--- src/design/anc_cfg.svh ---
// Offsets, fields, reset values and timing counts of the negotiation block
`ifndef ANC_CFG_SVH
`define ANC_CFG_SVH

// Register indices; byte address is four times the index
`define ANC_IDX_CONTROL 6'h00
`define ANC_IDX_STATUS 6'h01
`define ANC_IDX_ADVERT 6'h04
`define ANC_IDX_PARTNER 6'h05
`define ANC_IDX_EXPANSION 6'h06
`define ANC_IDX_SUMMARY 6'h10

// Control register fields
`define ANC_CTL_SPEED 13
`define ANC_CTL_NEGOTIATE_STRAP_ENABLE 12
`define ANC_CTL_RESTART 9
`define ANC_CTL_DUPLEX 8

// Ability field within advertisement and partner words
`define ANC_ABIL_HI 8
`define ANC_ABIL_LO 5
`define ANC_SELECTOR 5'h01
`define ANC_ADV_WMASK 16'hbfe0
`define ANC_PD_100 16'h0081
`define ANC_PD_10 16'h0021
`define ANC_WORD_RF 13
`define ANC_WORD_NP 15

// Fixed bits of the basic status register
`define ANC_STATUS_CONST 16'h7849

// Timing
`define ANC_CLK_HZ 50000000
`define ANC_BREAK_MS 1500
`define ANC_DONE_MS 3000
`define ANC_BREAK_CYCLES (`ANC_BREAK_MS * (`ANC_CLK_HZ / 1000))
`define ANC_DONE_CYCLES (`ANC_DONE_MS * (`ANC_CLK_HZ / 1000))

// Bus answers
`define ANC_RESP_OKAY 2'h0
`define ANC_RESP_SLVERR 2'h2

`endif

--- src/design/anc_pkg.sv ---
// Types of the negotiation block
package anc_pkg;

    typedef enum logic [4:0] {
        ST_FORCED = 5'h01,
        ST_BREAK = 5'h02,
        ST_ABILITY = 5'h04,
        ST_LINK_WAIT = 5'h08,
        ST_GOOD = 5'h10
    } anc_state_t;

    typedef struct packed {
        logic [4:0] sync1;
        logic [4:0] sync2;
        logic [1:0] strap_cnt;
        logic strapped;
        logic negotiate_strap_enable;
        logic armed;
        logic restart;
        logic speed;
        logic duplex;
        logic [15:0] adv;
        logic [15:0] lp;
        logic lp_an_able;
        logic page_rx;
        logic pd_fault;
        logic an_done;
        logic link_up;
        logic spd100;
        logic full;
        logic flp_en;
        logic halt;
        anc_state_t state;
        logic [27:0] timer;
        logic [3:0] res;
        logic aw_held;
        logic [5:0] aw_idx;
        logic w_held;
        logic [15:0] w_data;
        logic [1:0] w_strb;
        logic awready;
        logic wready;
        logic bvalid;
        logic [1:0] bresp;
        logic arready;
        logic rvalid;
        logic [1:0] rresp;
        logic [15:0] rdata;
    } anc_regs_t;

endpackage

--- src/design/anc_autoneg.sv ---
// Auto-negotiation control with straps, parallel detect and AXI4-Lite registers
//
// Function
// - Enable strap low forces mode from mode straps.
// - Enable strap high advertises abilities set by mode straps.
// - Sampled straps load advertisement bits 8 to 5.
// - Control register writes override strap choice; after enable strap low, bit 12 acts only once it has been written clear.
// - Bursts carry the advertisement register.
// - Priority: 100 full, 100 half, 10 full, 10 half.
// - Speed and duplex bits act only with negotiation off.
// - Summary status shows resolved speed once link is up.
// - Status ability bits fixed ones; 100BASE-T4 zero.
// - Status shows complete, remote fault, link, preamble suppression.
// - Advertisement defaults to all, or to the mode strap choice with enable strap high; cleared bits stop being sent.
// - Partner register captures base and next page words.
// - Parallel detect loads partner register with 0081h or 0021h.
// - Expansion shows fault, next pages, page received, partner able.
// - Receiver link status picks parallel detect technology.
// - Parallel detect completion shows partner-able zero.
// - Both links good at once sets detect fault; no link sets none.
// - Control bit 9 restarts negotiation when written together with bit 12.
// - Link loss in negotiated mode resumes negotiation.
// - Renegotiation halts pulses for 1500 ms, then sends bursts.
// - Negotiation completes within about 2 to 3 seconds.
`timescale 1ns/1ns
`include "anc_cfg.svh"

module anc_autoneg #(
    parameter logic [27:0] BREAK_CYCLES = 28'(`ANC_BREAK_CYCLES),
    parameter logic [27:0] DONE_CYCLES = 28'(`ANC_DONE_CYCLES)
) (
    // Clock, reset, enable
    input wire logic i_clk_sys,
    input wire logic i_arst_n,
    input wire logic i_ce,
    // Strap pins
    input wire logic i_negotiate_strap_enable,
    input wire logic i_mode_strap_high,
    input wire logic i_mode_strap_low,
    // Receiver link status
    input wire logic i_link_10_good,
    input wire logic i_link_100_good,
    // Code word receiver
    input wire logic i_rx_word_valid,
    input wire logic [15:0] i_rx_word,
    // Transmit side
    output logic o_fast_pulse_burst_en,
    output logic [15:0] o_tx_word,
    output logic o_tx_halt,
    // Resolved mode
    output logic o_link_up,
    output logic o_speed_100,
    output logic o_full_duplex,
    output logic o_an_complete,
    // AXI4-Lite write
    input wire logic [7:0] i_awaddr,
    input wire logic i_awvalid,
    output logic o_awready,
    input wire logic [31:0] i_wdata,
    input wire logic [3:0] i_wstrb,
    input wire logic i_wvalid,
    output logic o_wready,
    output logic [1:0] o_bresp,
    output logic o_bvalid,
    input wire logic i_bready,
    // AXI4-Lite read
    input wire logic [7:0] i_araddr,
    input wire logic i_arvalid,
    output logic o_arready,
    output logic [31:0] o_rdata,
    output logic [1:0] o_rresp,
    output logic o_rvalid,
    input wire logic i_rready
);

    ////////////////////////////////////////////////////////////////////////////////
    // Helpers

    // Ability field {100F,100H,10F,10H} chosen by the straps
    function automatic logic [3:0] anc_strap_abil(input logic en, input logic hi, input logic lo);
        logic [3:0] a;
        a = 4'hf;
        if (en) begin
            unique case ({hi, lo})
                2'b00: a = 4'h3;
                2'b01: a = 4'hc;
                2'b10: a = 4'h5;
                2'b11: a = 4'hf;
            endcase
        end
        return a;
    endfunction

    // Highest common ability as one-hot
    function automatic logic [3:0] anc_pick(input logic [3:0] c);
        logic [3:0] r;
        r = 4'h0;
        if (c[3]) r = 4'h8;
        else if (c[2]) r = 4'h4;
        else if (c[1]) r = 4'h2;
        else if (c[0]) r = 4'h1;
        return r;
    endfunction

    function automatic logic [15:0] anc_merge(input logic [15:0] old, input logic [15:0] d,
                                              input logic [1:0] strb);
        logic [15:0] m;
        m = old;
        if (strb[0]) m[7:0] = d[7:0];
        if (strb[1]) m[15:8] = d[15:8];
        return m;
    endfunction

    function automatic logic anc_mapped(input logic [5:0] idx);
        return idx == `ANC_IDX_CONTROL || idx == `ANC_IDX_STATUS || idx == `ANC_IDX_ADVERT
            || idx == `ANC_IDX_PARTNER || idx == `ANC_IDX_EXPANSION
            || idx == `ANC_IDX_SUMMARY;
    endfunction

    ////////////////////////////////////////////////////////////////////////////////
    // State

    anc_pkg::anc_regs_t st;
    anc_pkg::anc_regs_t next_st;

    logic strap_en;
    logic strap_hi;
    logic strap_lo;
    logic link10;
    logic link100;
    logic aw_fire;
    logic w_fire;
    logic do_write;
    logic do_read;
    logic [5:0] r_idx;
    logic [15:0] wr_val;
    logic reneg;
    logic [3:0] common;
    logic res_link;
    logic [15:0] ctrl_rd;
    logic [15:0] stat_rd;
    logic [15:0] exp_rd;
    logic [15:0] sum_rd;

    assign strap_en = st.sync2[4];
    assign strap_hi = st.sync2[3];
    assign strap_lo = st.sync2[2];
    assign link10 = st.sync2[1];
    assign link100 = st.sync2[0];
    assign common = st.adv[`ANC_ABIL_HI:`ANC_ABIL_LO] & st.lp[`ANC_ABIL_HI:`ANC_ABIL_LO];
    assign res_link = (st.res[3] | st.res[2]) ? link100 : link10;

    assign ctrl_rd = {2'h0, st.speed, st.negotiate_strap_enable, 2'h0, st.restart, st.duplex, 8'h00};
    assign stat_rd = `ANC_STATUS_CONST
        | {10'h000, st.an_done, st.lp[`ANC_WORD_RF], 1'b0, st.link_up, 2'h0};
    assign exp_rd = {11'h000, st.pd_fault, st.lp[`ANC_WORD_NP] & st.lp_an_able, 1'b1,
        st.page_rx, st.lp_an_able};
    assign sum_rd = {11'h000, st.an_done, 1'b0, st.full & st.link_up,
        ~st.spd100 & st.link_up, st.link_up};

    ////////////////////////////////////////////////////////////////////////////////
    // Next state

    always_comb begin
        next_st = st;
        aw_fire = i_awvalid & st.awready;
        w_fire = i_wvalid & st.wready;
        do_read = i_arvalid & st.arready;
        r_idx = i_araddr[7:2];
        do_write = st.aw_held & st.w_held & ~st.bvalid;
        wr_val = 16'h0000;
        reneg = 1'b0;

        next_st.sync1 = {i_negotiate_strap_enable, i_mode_strap_high, i_mode_strap_low,
            i_link_10_good, i_link_100_good};
        next_st.sync2 = st.sync1;

        // Straps caught once the synchroniser has settled
        if (!st.strapped) begin
            next_st.strap_cnt = st.strap_cnt + 2'h1;
            if (st.strap_cnt == 2'h3) begin
                next_st.strapped = 1'b1;
                next_st.negotiate_strap_enable = strap_en;
                next_st.armed = strap_en;
                next_st.speed = strap_hi;
                next_st.duplex = strap_lo;
                next_st.adv = {7'h00, anc_strap_abil(strap_en, strap_hi, strap_lo),
                    `ANC_SELECTOR};
                next_st.state = strap_en ? anc_pkg::ST_BREAK : anc_pkg::ST_FORCED;
                next_st.timer = '0;
            end
        end

        // Write: address and data in either order
        if (aw_fire) begin
            next_st.aw_held = 1'b1;
            next_st.aw_idx = i_awaddr[7:2];
        end
        if (w_fire) begin
            next_st.w_held = 1'b1;
            next_st.w_data = i_wdata[15:0];
            next_st.w_strb = i_wstrb[1:0];
        end
        if (do_write) begin
            next_st.aw_held = 1'b0;
            next_st.w_held = 1'b0;
            next_st.bvalid = 1'b1;
            next_st.bresp = anc_mapped(st.aw_idx) ? `ANC_RESP_OKAY : `ANC_RESP_SLVERR;
            if (st.aw_idx == `ANC_IDX_CONTROL) begin
                wr_val = anc_merge(ctrl_rd, st.w_data, st.w_strb);
                next_st.speed = wr_val[`ANC_CTL_SPEED];
                next_st.duplex = wr_val[`ANC_CTL_DUPLEX];
                next_st.negotiate_strap_enable = wr_val[`ANC_CTL_NEGOTIATE_STRAP_ENABLE] & st.armed;
                if (!wr_val[`ANC_CTL_NEGOTIATE_STRAP_ENABLE]) begin
                    next_st.armed = 1'b1;
                end
                // Negotiation starts on a rising enable or an explicit restart
                if (wr_val[`ANC_CTL_NEGOTIATE_STRAP_ENABLE] && st.armed
                    && (!st.negotiate_strap_enable || wr_val[`ANC_CTL_RESTART])) begin
                    next_st.restart = 1'b1;
                end
            end else if (st.aw_idx == `ANC_IDX_ADVERT) begin
                wr_val = anc_merge(st.adv, st.w_data, st.w_strb);
                next_st.adv = (wr_val & `ANC_ADV_WMASK) | {11'h000, `ANC_SELECTOR};
            end
        end
        if (st.bvalid && i_bready) begin
            next_st.bvalid = 1'b0;
        end
        next_st.awready = ~next_st.aw_held & ~next_st.bvalid;
        next_st.wready = ~next_st.w_held & ~next_st.bvalid;

        // Read channel
        if (do_read) begin
            next_st.rvalid = 1'b1;
            next_st.rresp = anc_mapped(r_idx) ? `ANC_RESP_OKAY : `ANC_RESP_SLVERR;
            unique case (r_idx)
                `ANC_IDX_CONTROL: next_st.rdata = ctrl_rd;
                `ANC_IDX_STATUS: next_st.rdata = stat_rd;
                `ANC_IDX_ADVERT: next_st.rdata = st.adv;
                `ANC_IDX_PARTNER: next_st.rdata = st.lp;
                `ANC_IDX_EXPANSION: next_st.rdata = exp_rd;
                `ANC_IDX_SUMMARY: next_st.rdata = sum_rd;
                default: next_st.rdata = 16'h0000;
            endcase
            // Clear on read; a same-cycle event still sets
            if (r_idx == `ANC_IDX_EXPANSION) begin
                next_st.page_rx = 1'b0;
                next_st.pd_fault = 1'b0;
            end
        end else if (st.rvalid && i_rready) begin
            next_st.rvalid = 1'b0;
        end
        next_st.arready = ~next_st.rvalid;

        ////////////////////////////////////////////////////////////////////////////
        // Negotiation sequencer
        if (st.strapped) begin
            next_st.timer = st.timer + 28'h1;
            reneg = st.restart;
            if (!st.negotiate_strap_enable) begin
                // Forced mode follows control bits
                next_st.state = anc_pkg::ST_FORCED;
                next_st.restart = 1'b0;
            end else if (reneg) begin
                next_st.state = anc_pkg::ST_BREAK;
                next_st.restart = 1'b0;
                next_st.timer = '0;
            end
            if (!st.negotiate_strap_enable || reneg) begin
                next_st.an_done = 1'b0;
                next_st.link_up = 1'b0;
            end else begin
                unique case (st.state)
                    anc_pkg::ST_FORCED: begin
                        next_st.state = anc_pkg::ST_BREAK;
                        next_st.timer = '0;
                    end
                    anc_pkg::ST_BREAK: begin
                        if (st.timer >= BREAK_CYCLES - 28'h1) begin
                            next_st.state = anc_pkg::ST_ABILITY;
                            next_st.timer = '0;
                            next_st.lp = 16'h0000;
                            next_st.lp_an_able = 1'b0;
                        end
                    end
                    anc_pkg::ST_ABILITY: begin
                        if (i_rx_word_valid) begin
                            next_st.lp = i_rx_word;
                            next_st.lp_an_able = 1'b1;
                            next_st.page_rx = 1'b1;
                            next_st.res = anc_pick(st.adv[`ANC_ABIL_HI:`ANC_ABIL_LO]
                                & i_rx_word[`ANC_ABIL_HI:`ANC_ABIL_LO]);
                            if ((st.adv[`ANC_ABIL_HI:`ANC_ABIL_LO]
                                 & i_rx_word[`ANC_ABIL_HI:`ANC_ABIL_LO]) != 4'h0) begin
                                next_st.state = anc_pkg::ST_LINK_WAIT;
                            end
                        end else if (link10 ^ link100) begin
                            // Non-negotiating partner: one receiver has link
                            next_st.lp = link100 ? `ANC_PD_100 : `ANC_PD_10;
                            next_st.lp_an_able = 1'b0;
                            next_st.res = link100 ? 4'h4 : 4'h1;
                            next_st.state = anc_pkg::ST_LINK_WAIT;
                        end else if (link10 && link100) begin
                            next_st.pd_fault = 1'b1;
                        end
                        if (st.timer >= DONE_CYCLES - 28'h1) begin
                            next_st.state = anc_pkg::ST_BREAK;
                            next_st.timer = '0;
                        end
                    end
                    anc_pkg::ST_LINK_WAIT: begin
                        if (res_link) begin
                            next_st.state = anc_pkg::ST_GOOD;
                            next_st.an_done = 1'b1;
                            next_st.link_up = 1'b1;
                            next_st.spd100 = st.res[3] | st.res[2];
                            next_st.full = st.res[3] | st.res[1];
                        end else if (st.timer >= DONE_CYCLES - 28'h1) begin
                            next_st.state = anc_pkg::ST_BREAK;
                            next_st.timer = '0;
                        end
                    end
                    anc_pkg::ST_GOOD: begin
                        if (i_rx_word_valid) begin
                            next_st.lp = i_rx_word;
                            next_st.page_rx = 1'b1;
                        end
                        if (!res_link) begin
                            next_st.state = anc_pkg::ST_BREAK;
                            next_st.timer = '0;
                            next_st.an_done = 1'b0;
                            next_st.link_up = 1'b0;
                        end
                    end
                    default: begin
                        next_st.state = anc_pkg::ST_BREAK;
                        next_st.timer = '0;
                    end
                endcase
            end
            if (!st.negotiate_strap_enable) begin
                next_st.spd100 = st.speed;
                next_st.full = st.duplex;
                next_st.link_up = st.speed ? link100 : link10;
            end
            next_st.halt = next_st.state == anc_pkg::ST_BREAK;
            next_st.flp_en = next_st.state == anc_pkg::ST_ABILITY
                || next_st.state == anc_pkg::ST_LINK_WAIT;
        end
    end

    ////////////////////////////////////////////////////////////////////////////////
    // Registers

    always_ff @(posedge i_clk_sys or negedge i_arst_n) begin
        if (!i_arst_n) begin
            st <= '0;
            st.state <= anc_pkg::ST_FORCED;
            st.adv <= {7'h00, 4'hf, `ANC_SELECTOR};
        end else if (i_ce) begin
            st <= next_st;
        end
    end

    assign o_fast_pulse_burst_en = st.flp_en;
    assign o_tx_word = st.adv;
    assign o_tx_halt = st.halt;
    assign o_link_up = st.link_up;
    assign o_speed_100 = st.spd100;
    assign o_full_duplex = st.full;
    assign o_an_complete = st.an_done;
    assign o_awready = st.awready;
    assign o_wready = st.wready;
    assign o_bresp = st.bresp;
    assign o_bvalid = st.bvalid;
    assign o_arready = st.arready;
    assign o_rdata = {16'h0000, st.rdata};
    assign o_rresp = st.rresp;
    assign o_rvalid = st.rvalid;

endmodule // anc_autoneg

--- config.mk ---
export PLATFORM = sky130hd
export DESIGN_NAME = anc_autoneg
export DESIGN_NICKNAME = d
export VERILOG_FILES = /design/src/design/anc_pkg.sv /design/src/design/anc_autoneg.sv
export VERILOG_INCLUDE_DIRS = /design/src /design/src/design
export SDC_FILE = /design/constraint.sdc
export NUM_CORES = 1
export LEC_CHECK = 0
export BUFFER_PORTS_ARGS = -buffer_cell sky130_fd_sc_hd__buf_4
export CORE_ASPECT_RATIO = 2
export CORE_UTILIZATION = 35
export CTS_CLUSTER_DIAMETER = 100
export DETAILED_ROUTE_END_ITERATION = 12
export PLACE_DENSITY = 0.63
export SKIP_LAST_GASP = 1
export SYNTH_ARGS = -nofsm -noshare
export SYNTH_HDL_FRONTEND = slang
export SYNTH_SLANG_ARGS = --single-unit
--- constraint.sdc ---
create_clock -name i_clk_sys -period 2.85 [get_ports i_clk_sys]
set_input_delay 0.855 -clock i_clk_sys [delete_from_list [all_inputs] [get_ports i_clk_sys]]
set_output_delay 0.855 -clock i_clk_sys [all_outputs]
set_load 0.05 [all_outputs]
Word level (Yosys, flattened, before mapping)
Cells that the tools add are included.
{"block": "totals", "ff_bits": 147, "latchBits": 0, "mem_bits_rw": 0, "romBits": 0, "out_inout_bits": 63, "wordCells": 230, "n_memories": 0}
{"block": "op_classes", "add_sub_neg": 2, "n_mul": 0, "div_mod_pow": 0, "magnitude_cmp": 2, "eq_ne": 38, "shifts": 0, "muxes": 83, "n_bitwise": 23, "reduce_logical": 44}
{"operator": "33-bit 2-to-1 mux", "count": 7}
{"operator": "33-bit one-hot mux with 4 select lines", "count": 1}
{"operator": "16-bit one-hot mux with 6 select lines", "count": 1}
{"operator": "37-bit 2-to-1 mux", "count": 2}
{"operator": "28-bit 2-to-1 mux", "count": 2}
{"operator": "17-bit 2-to-1 mux", "count": 3}
{"operator": "16-bit 2-to-1 mux", "count": 3}
{"operator": "16-bit one-hot mux with 3 select lines", "count": 1}
{"operator": "45-bit 2-to-1 mux", "count": 1}
{"operator": "6-bit by 3-bit == test with 1-bit output (second input constant)", "count": 6}
{"operator": "18-bit 2-to-1 mux", "count": 2}
{"operator": "5-bit 2-to-1 mux", "count": 6}
{"operator": "28-bit by 1-bit adder with 28-bit output (second input constant)", "count": 1}
{"operator": "28-bit by 27-bit greater-or-equal comparator with 1-bit output (second input constant)", "count": 1}
{"operator": "28-bit greater-or-equal comparator (second input constant)", "count": 1}
{"operator": "4-bit 2-to-1 mux", "count": 6}
{"operator": "8-bit 2-to-1 mux", "count": 3}
{"operator": "2-bit 2-to-1 mux", "count": 11}
{"operator": "21-bit 2-to-1 mux", "count": 1}
{"operator": "2-bit AND reduction", "count": 10}
{"operator": "5-bit AND reduction", "count": 4}
{"operator": "1-bit 2-to-1 mux", "count": 19}
{"operator": "19-bit 2-to-1 mux", "count": 1}
{"operator": "3-bit 2-to-1 mux", "count": 6}
{"operator": "36 further kinds", "count": 93}

Depth between registers and ports, before layout
Gate-level depths: netlist of the first run.
{"block": "logic_depth", "ltp_word": 14, "mapped_depth": 10}

Worst setup path after synthesis of the first run
OpenSTA, ideal clock, no wires.
{"block": "synth_timing", "path_kind": "input to register", "from": "in i_araddr[6]", "to": "reg st, in the netlist o_rdata[4]", "setup_time_ns": 0.076, "arrival_time_ns": 2.344, "required_time_ns": 2.774, "path_slack_ns": 0.430, "cell_stages": 8, "path_buffers": 1, "cell_sequence": "nand2b_1 -> or3_1 -> nor3_1 -> clkbuf_1 -> a22oi_1 -> nand2_1 -> a21oi_1 -> o21ai_1"}
{"block": "synth_between", "elab_chain_cells": 2, "word_cells_on_any_way": 7}
{"item": "from (decl)", "line": "anc_autoneg.sv:67", "source": "input wire logic [7:0] i_araddr,"}
{"item": "6-bit by 5-bit == test with 1-bit output (tied with other cells)", "line": "anc_autoneg.sv:237", "source": "unique case (r_idx)"}
{"item": "16-bit one-hot mux with 6 select lines *", "line": "anc_autoneg.sv:237"}
{"item": "to (signal assigned)", "line": "anc_autoneg.sv:362", "source": "st <= next_st;"}
{"item": "to (decl)", "line": "anc_autoneg.sv:123", "source": "anc_pkg::anc_regs_t st;"}
Every way passes the cells marked *; elsewhere a longest branch is shown, timed or not.
A chain may end at the register's enable or synchronous reset.

Worst setup path in the final report of the first run
{"block": "layout_timing", "from": "reg st[80] (netlist name)", "to": "reg st[63] (netlist name)"}
{"block": "layout_between", "elab_chain_cells": 7, "word_cells_on_any_way": 10}
{"item": "28-bit greater-or-equal comparator", "line": "anc_autoneg.sv:307, anc_autoneg.sv:319"}
{"item": "33-bit 2-to-1 mux", "line": "anc_autoneg.sv:319", "source": "end else if (st.timer >= DONE_CYCLES - 28'h1) begin"}
{"item": "28-bit 2-to-1 mux", "line": "anc_autoneg.sv:313", "source": "if (res_link) begin"}
{"item": "33-bit one-hot mux with 4 select lines *", "line": "anc_autoneg.sv:274", "source": "unique case (st.state)"}
{"item": "37-bit 2-to-1 mux *", "line": "anc_autoneg.sv:270", "source": "if (!st.negotiate_strap_enable || reneg) begin"}
{"item": "37-bit 2-to-1 mux *", "line": "anc_autoneg.sv:258", "source": "if (st.strapped) begin"}
{"item": "45-bit 2-to-1 mux *", "line": "anc_autoneg.sv:258"}
Every way passes the cells marked *; elsewhere a longest branch is shown, timed or not. The select of a mux whose other input is x is not followed.

==> impl_results.md, run 1 <==
- Max clock buf depth: 2
- Initial antenna violation count: 0
- Clk sinks: 138
- Global-route wire length before repair: 33,200 um
- DRC: 0
- Worst-skew pair later-pin latency: 0.43 ns
- Routed wire length: 20,400 um
- Area growth syn-to-layout: 20.0%
- Gr usage total: 19.4%
- WP data required: 3.17 ns
- Clock skew: 0.00987 ns
- Routability cong.: 0.879
- Post-synth top flop: dfrtp_1
- Layout cells sized above 1: 24.8%
- Startpoint Class: register
- Top Layer Used: met4
- Core Util, Final: 43.0%
- Setup crit end kind: register
- Synthesized area: 7540 um^2
- Crit Path Class: register to register
- Dpl ws: 0.239 ns
- Starting Density: 35.9%
- GRT overflow: 0
- Inserted Diodes: 0
- Max Clk Rate: 382 MHz
- Slew Limit Fails: 0
- Hold crit path type: primary input to async pin
- Slew margin rel.: 26.9%
- Hold-fix buffers, CTS: 0
- Hold Slack: 0.361 ns
- H-tree lvl count: 4
- Metal2 WL: 11,600 um
- Peak VDD IR: 0.375 mV
- Worst-path clk slew: 0.06 ns
- CP max stage cell: or3_4
- Finished Cell Area: 9050 um^2
- Worst EP arrival: 2.94 ns
- DP Area: 8470 um^2
- Crit-path max cell delay: 0.44 ns
- Seq cells post-synth: 138
- Yosys warning total: 0
- Setup violations, final: 0
- Mapped Avg Cell Area: 9.32 um^2
- Die area: 22,200 um^2
- Met3 WL: 713 um
- CTS Buf Count: 17
- CTS tree: built
- Max-cap violations: 0
- Min cycle time layout: 2.62 ns
- Status: finished clean
- Vias: 6,375
- Final hold vios: 0
- Leakage: 3.99 nW
- Number of global-route vias before repair: 6,268
- Worst path cell trace: or3_4, nor3_1, nand3_1, a21oi_2, o2111ai_2, buf_4, a31o_2, a22o_1
- Power per Cell Area: 770 nW/um^2
- I/O pin total: 145
- DRT antenna net count: 0
- Cell Rows: 75
- Die height: 210 um
- Largest cells by area after synthesis: dfrtp_1 44%, nand2_1 5.4%, buf_4 5.3%, mux2_2 4.3%, o21ai_0 4.2%
- Critical Path Source: st[80]
- Post-CTS Setup Bufs: 0
- Post-synth EDFFs: 0
- RSZ-0062 raised after global routing: no
- Syn Inst Count: 809
- Vias per Instance: 5.43
- Fillers: 2,102
- Ys async rst share: 100%
- Worst Tran Pin Value: 1.10 ns
- Placed Instances: 1,142
- Die X: 106 um
- Core ar.: 21,000 um^2
- Number of iterations in the first detailed-routing pass: 5
- Iter 0 DRT Violations: 372
- Port buffer count: 98
- WL per Instance: 17.4 um
- NumNets Final: 981
- Critical Path Fanout Max: 24
- Yosys top cell area share: 43.8%
- Final period utilization: 91.8%
- Yosys top cell by area: dfrtp_1
- Layout Cells excl Fill: 1,174
- Worst r2r src: st[80]
- Post-CTS sizing: 0
- Buffers & Inverters on Critical Path: 1
- Power, Total: 6.96 mW
- Wire length on met1: 7120 um
- HPWL Detailed: 15,600 um
- Crit path max-delay family: compound AO/OA/AOI/OAI gates
- Final setup TNS: 0 ns
- CTS Root Buffer Type: clkbuf_16
- Largest net degree at the start of global routing: 48
- PnR worst setup slack: 0.233 ns
- Distinct cells, synth: 71
- Sequential share of the synthesized area: 45.9%
-- per-layer routing --
metal	vias up	global-route usage (%)
met1	3097	19.3
met4	0	11.8
met2	173	36.6
met3	56	3.35
met5	-	0
li1	3049	-
-- registers in the layout (all words and copies together) (netlist names), 3 cells and up --
register   flops
ctrl_rd        4
exp_rd         3
o_rdata       16
st            79
o_tx_word     16
next_st        5
-- synthesized netlist by cell type, types with 5 or more instances --
cell type  count
mux2i_1        9
nand2_1      108
buf_2          5
a31o_1         7
and3_1         8
clkbuf_1      30
a31oi_1       21
a22oi_1       12
or3_1          7
o21ai_0       64
nand4_1       10
and2_1        12
nor2_1        45
dfrtp_1      132
a41oi_1        5
inv_1         24
nor3_1        17
nor4_1         7
dfstp_2        6
a22o_1        18
nand3_1       42
o21a_1         6
nand2b_1      10
a21oi_1       25
ha_1           7
mux2_2        29
buf_4         53
-- worst reg2reg max path: stages (launching register included) --
cell       delay, ns
dfrtp_1         0.42
or3_4           0.44
nor3_1          0.21
nand3_1         0.21
a21oi_2         0.25
o2111ai_2       0.21
buf_4           0.29
a31o_2          0.26
a22o_1          0.22
-- path summary, 6_finish.rpt --
kind                                 to  slack [ns]  cells past startpoint
setup reg to reg                 st[63]        0.23                      8
min in group i_clk_sys       o_rdata[0]        0.48                      1
hold / removal                   st[37]        0.36                      1
hold reg to reg              o_rdata[0]        0.48                      1
max in group asynchronous  o_tx_word[0]        1.76                      2
setup / recovery                 st[63]        0.23                      8
-- kinds of logic (layout without fill, tap and decap cells) --
logic type | Yosys count | after routing | share of synthesized area [%]
AND/OR/NAND/NOR | 291 | 291 | 18.8
AO/OA/AOI/OAI | 216 | 216 | 19.8
flip-flops | 138 | 138 | 45.9
buffers and inverters | 117 | 196 | 8.74
multiplexers | 38 | 38 | 5.52
adder cells (fa/ha/maj) | 7 | 7 | 1.16
other | 1 | 18 | 0.0497
XOR/XNOR | 1 | 1 | 0.116
-- placed cells by master (no fill, tap or decap), types with 5 or more instances in the layout --
cell type / instances
a21oi_1: 25
a22o_1: 18
a22oi_1: 12
a31o_1: 7
a31oi_1: 21
a41oi_1: 5
and2_1: 12
and3_1: 8
buf_4: 136
clkbuf_16: 17
conb_1: 18
dfrtp_1: 132
dfstp_2: 6
ha_1: 7
inv_1: 24
mux2_2: 29
mux2i_1: 9
nand2_1: 108
nand2b_1: 10
nand3_1: 42
nand4_1: 10
nor2_1: 45
nor3_1: 17
nor4_1: 7
o21a_1: 6
o21ai_0: 62
or3_1: 7
-- cell type report --
| type | instances | area [um^2] | share of cell area (%) |
|---|---|---|---|
| multi-input cells | 571 | 3490 | 38.6 |
| repair buffers | 140 | 1090 | 12.1 |
| clock inverters | 14 | 149 | 1.65 |
| inverters | 24 | 90.1 | 0.996 |
| well taps | 269 | 337 | 3.72 |
| flip-flops and latches | 138 | 3460 | 38.2 |
| clock buffers | 18 | 429 | 4.74 |
-- where the power goes --
part	leakage, nW	internal [mW]	switching [mW]
sequential	1.79	2.34	0.421
combinational	1.92	0.763	1.26
clock	0.278	1.29	0.890
No activity file was read; power rests on OpenSTA's default activity.
==> run 2, diff against run 1 <==
- CTS_BUF_LIST: default -> sky130_fd_sc_hd__clkbuf_4 sky130_fd_sc_hd__clkbuf_8
- PLACE_DENSITY: 0.63 -> 0.65
- clock period: 2.85 -> 2.3 ns (I/O delays scaled with it)
==> impl_results.md, run 2 (synthesis results as in run 1) <==
- Initial antenna violation count: 1 (+1)
- DRC: 0 (unchanged)
- Vias per Instance: 5.37 (-1.1%)
- Max clock buf depth: 2 (unchanged)
- Final setup TNS: -2.67 ns (-2.67 ns)
- Peak VDD IR: 0.408 mV (+8.9%)
- Worst EP arrival: 2.80 ns (-0.14 ns)
- GRT overflow: 0 (unchanged)
- Cell Rows: 75 (unchanged)
- Area growth syn-to-layout: 32.2%
- WP data required: 2.66 ns (-0.51 ns)
- Clk sinks: 138 (unchanged)
- Final hold vios: 0 (unchanged)
- Setup crit end kind: register
- Worst-path clk slew: 0.08 ns (+0.02 ns)
- Violations in the final reports: setup timing
- H-tree lvl count: 4 (unchanged)
- Placed Instances: 1,222 (+7.0%)
- CTS Root Buffer Type: clkbuf_8
- CTS tree: built
- WL per Instance: 17.7 um (+1.8%)
- HPWL Detailed: 17,100 um (+9.9%)
- Critical Path Source: st[72]
- Area occupied by multi-input gates: 3740 um^2 (+7.1%)
- Min cycle time layout: 2.45 ns (-0.171 ns)
- Gr usage total: 20.7% (+1.3 points)
- Max Clk Rate: 409 MHz (+7.0%)
- Most frequent cells in the layout: 216 x buf_4, 131 x dfrtp_1, 108 x nand2_1, 57 x o21ai_0, 45 x nor2_1
- Hold crit path type: primary input to async pin
- Slew Limit Fails: 0 (unchanged)
- Power, Total: 8.80 mW (+26%)
- Hold-fix buffers, CTS: 0 (unchanged)
- Sequential Area: 3460 um^2 (about the same)
- Iter 0 DRT Violations: 336 (-9.7%)
- PnR worst setup slack: -0.146 ns (-0.379 ns)
- Largest Register: st
- Final period utilization: 106% (+15 points)
- Die area: 22,200 um^2 (unchanged)
- Global-route wire length before repair: 34,900 um (+5.1%)
- DRT antenna net count: 0 (unchanged)
- I/O pin total: 145 (unchanged)
- CTS Buf Count: 17 (unchanged)
- NumNets Final: 1,073 (+9.4%)
- Clock skew: 0.0112 ns (+0.00131 ns)
- Die X: 106 um (unchanged)
- Routability cong.: 0.913 (+3.9%)
- Startpoint Class: register
- Number of global-route vias before repair: 6,875 (+9.7%)
- Commonest non-fill, non-tap cell in the layout: buf_4
- Max reg flops: 79 (unchanged)
- Slew margin rel.: 63.1% (+36 points)
- Max-cap violations: 0 (unchanged)
- Power per Cell Area: 882 nW/um^2 (+15%)
- Leakage: 4.49 nW (+12%)
- Layout cells sized above 1: 34.9% (+10 points)
- Number of iterations in the first detailed-routing pass: 7 (+2)
- Status: finished, violations left
- Worst-skew pair later-pin latency: 0.46 ns (+0.03 ns)
- Fillers: 2,003 (-4.7%)
- Vias: 6,799 (+6.7%)
- Layout Cells excl Fill: 1,266 (+7.8%)
- Critical Path Fanout Max: 8 (-67%)
- Worst r2r src: st[72]
- Core ar.: 21,000 um^2 (unchanged)
- Die height: 210 um (unchanged)
- Crit Path Class: register to register
- Port buffer count: 98 (unchanged)
- Starting Density: 35.9% (unchanged)
- Worst Tran Pin Value: 0.553 ns (-0.544 ns)
- Largest net degree at the start of global routing: 47 (-2.1%)
- RSZ-0062 raised after global routing: yes
- Setup violations, final: 27 (+27)
- Routed wire length: 22,400 um (+9.7%)
-- run 2: cell types whose count changed in the layout (fill, tap and decap cells not counted), sizes merged --
cell and delta:
buf +90, clkbuf +4, clkinv -3, bufinv +2
inv -2, diode +1
-- run 2: through the flow --
step / hold slack, ns / util, % / setup slack [ns] / area, um^2
floorplan: 0.394 / - / 0.0402 / 7610
detailed placement: 0.471 / 43.3 / -0.190 / 9110
finish: 0.147 / 47.4 / -0.146 / 9970
CTS: 0.128 / 46.1 / -0.0345 / 9700
global route: 0.150 / 47.4 / -0.215 / 9970
global placement: 0.462 / 43.3 / -0.172 / 9110
-- run 2: what timing repair did --
| action | CTS | global route |
|---|---|---|
| endpoints found under the setup margin | 29 | 47 |
| pin swaps | 4 | 25 |
| cloned | 0 | 2 |
| buffers inserted | 6 | 5 |
| gates resized for setup | 22 | 35 |
-- run 2: report_power, final --
group | internal [mW] | leakage (nW) | switching, mW
Clock | 1.24 | 0.214 | 0.952
Sequential | 2.90 | 1.79 | 0.457
Combinational | 1.41 | 2.48 | 1.84
Total | 5.55 | 4.49 | 3.25
-- run 2: layout make-up --
class                           count  area share, %
Timing Repair Buffer              232           19.1
Tap cell                          269           3.37
Inverter                           24          0.903
Clock inverter                     11           1.71
Clock buffer                       20           2.70
Multi-Input combinational cell    571           37.5
Antenna cell                        1         0.0251
Sequential cell                   138           34.7
-- run 2: critical path: stages (launching register included) --
cell and delay [ns]:
dfrtp_2 0.45, nor4_4 0.33, nor4b_4 0.28, nand3_2 0.16, a21oi_4 0.22, o2111ai_4 0.18, buf_12 0.18, buf_8 0.13
a31o_4 0.22, a22o_1 0.19
-- run 2: final timing paths --
kind | to | slack, ns | cells past startpoint
worst max-delay path | st[76] | -0.15 | 9
worst min register to register | o_rdata[5] | 0.48 | 2
worst min-delay path | o_tx_word[11] | 0.15 | 1
max in group asynchronous | st[46] | 1.55 | 2
min in group i_clk_sys | st[39] | 0.46 | 2
worst max register to register | st[76] | -0.15 | 9
-- run 2: metal layers --
| metal | share of wire, % | vias up | GRT usage, % |
|---|---|---|---|
| met5 | 0 | - | 0 |
| met4 | 7.3 | 0 | 15.9 |
| met3 | 3.4 | 89 | 3.82 |
| met2 | 56 | 205 | 39.3 |
| met1 | 33 | 3283 | 18.8 |
| li1 | - | 3222 | - |
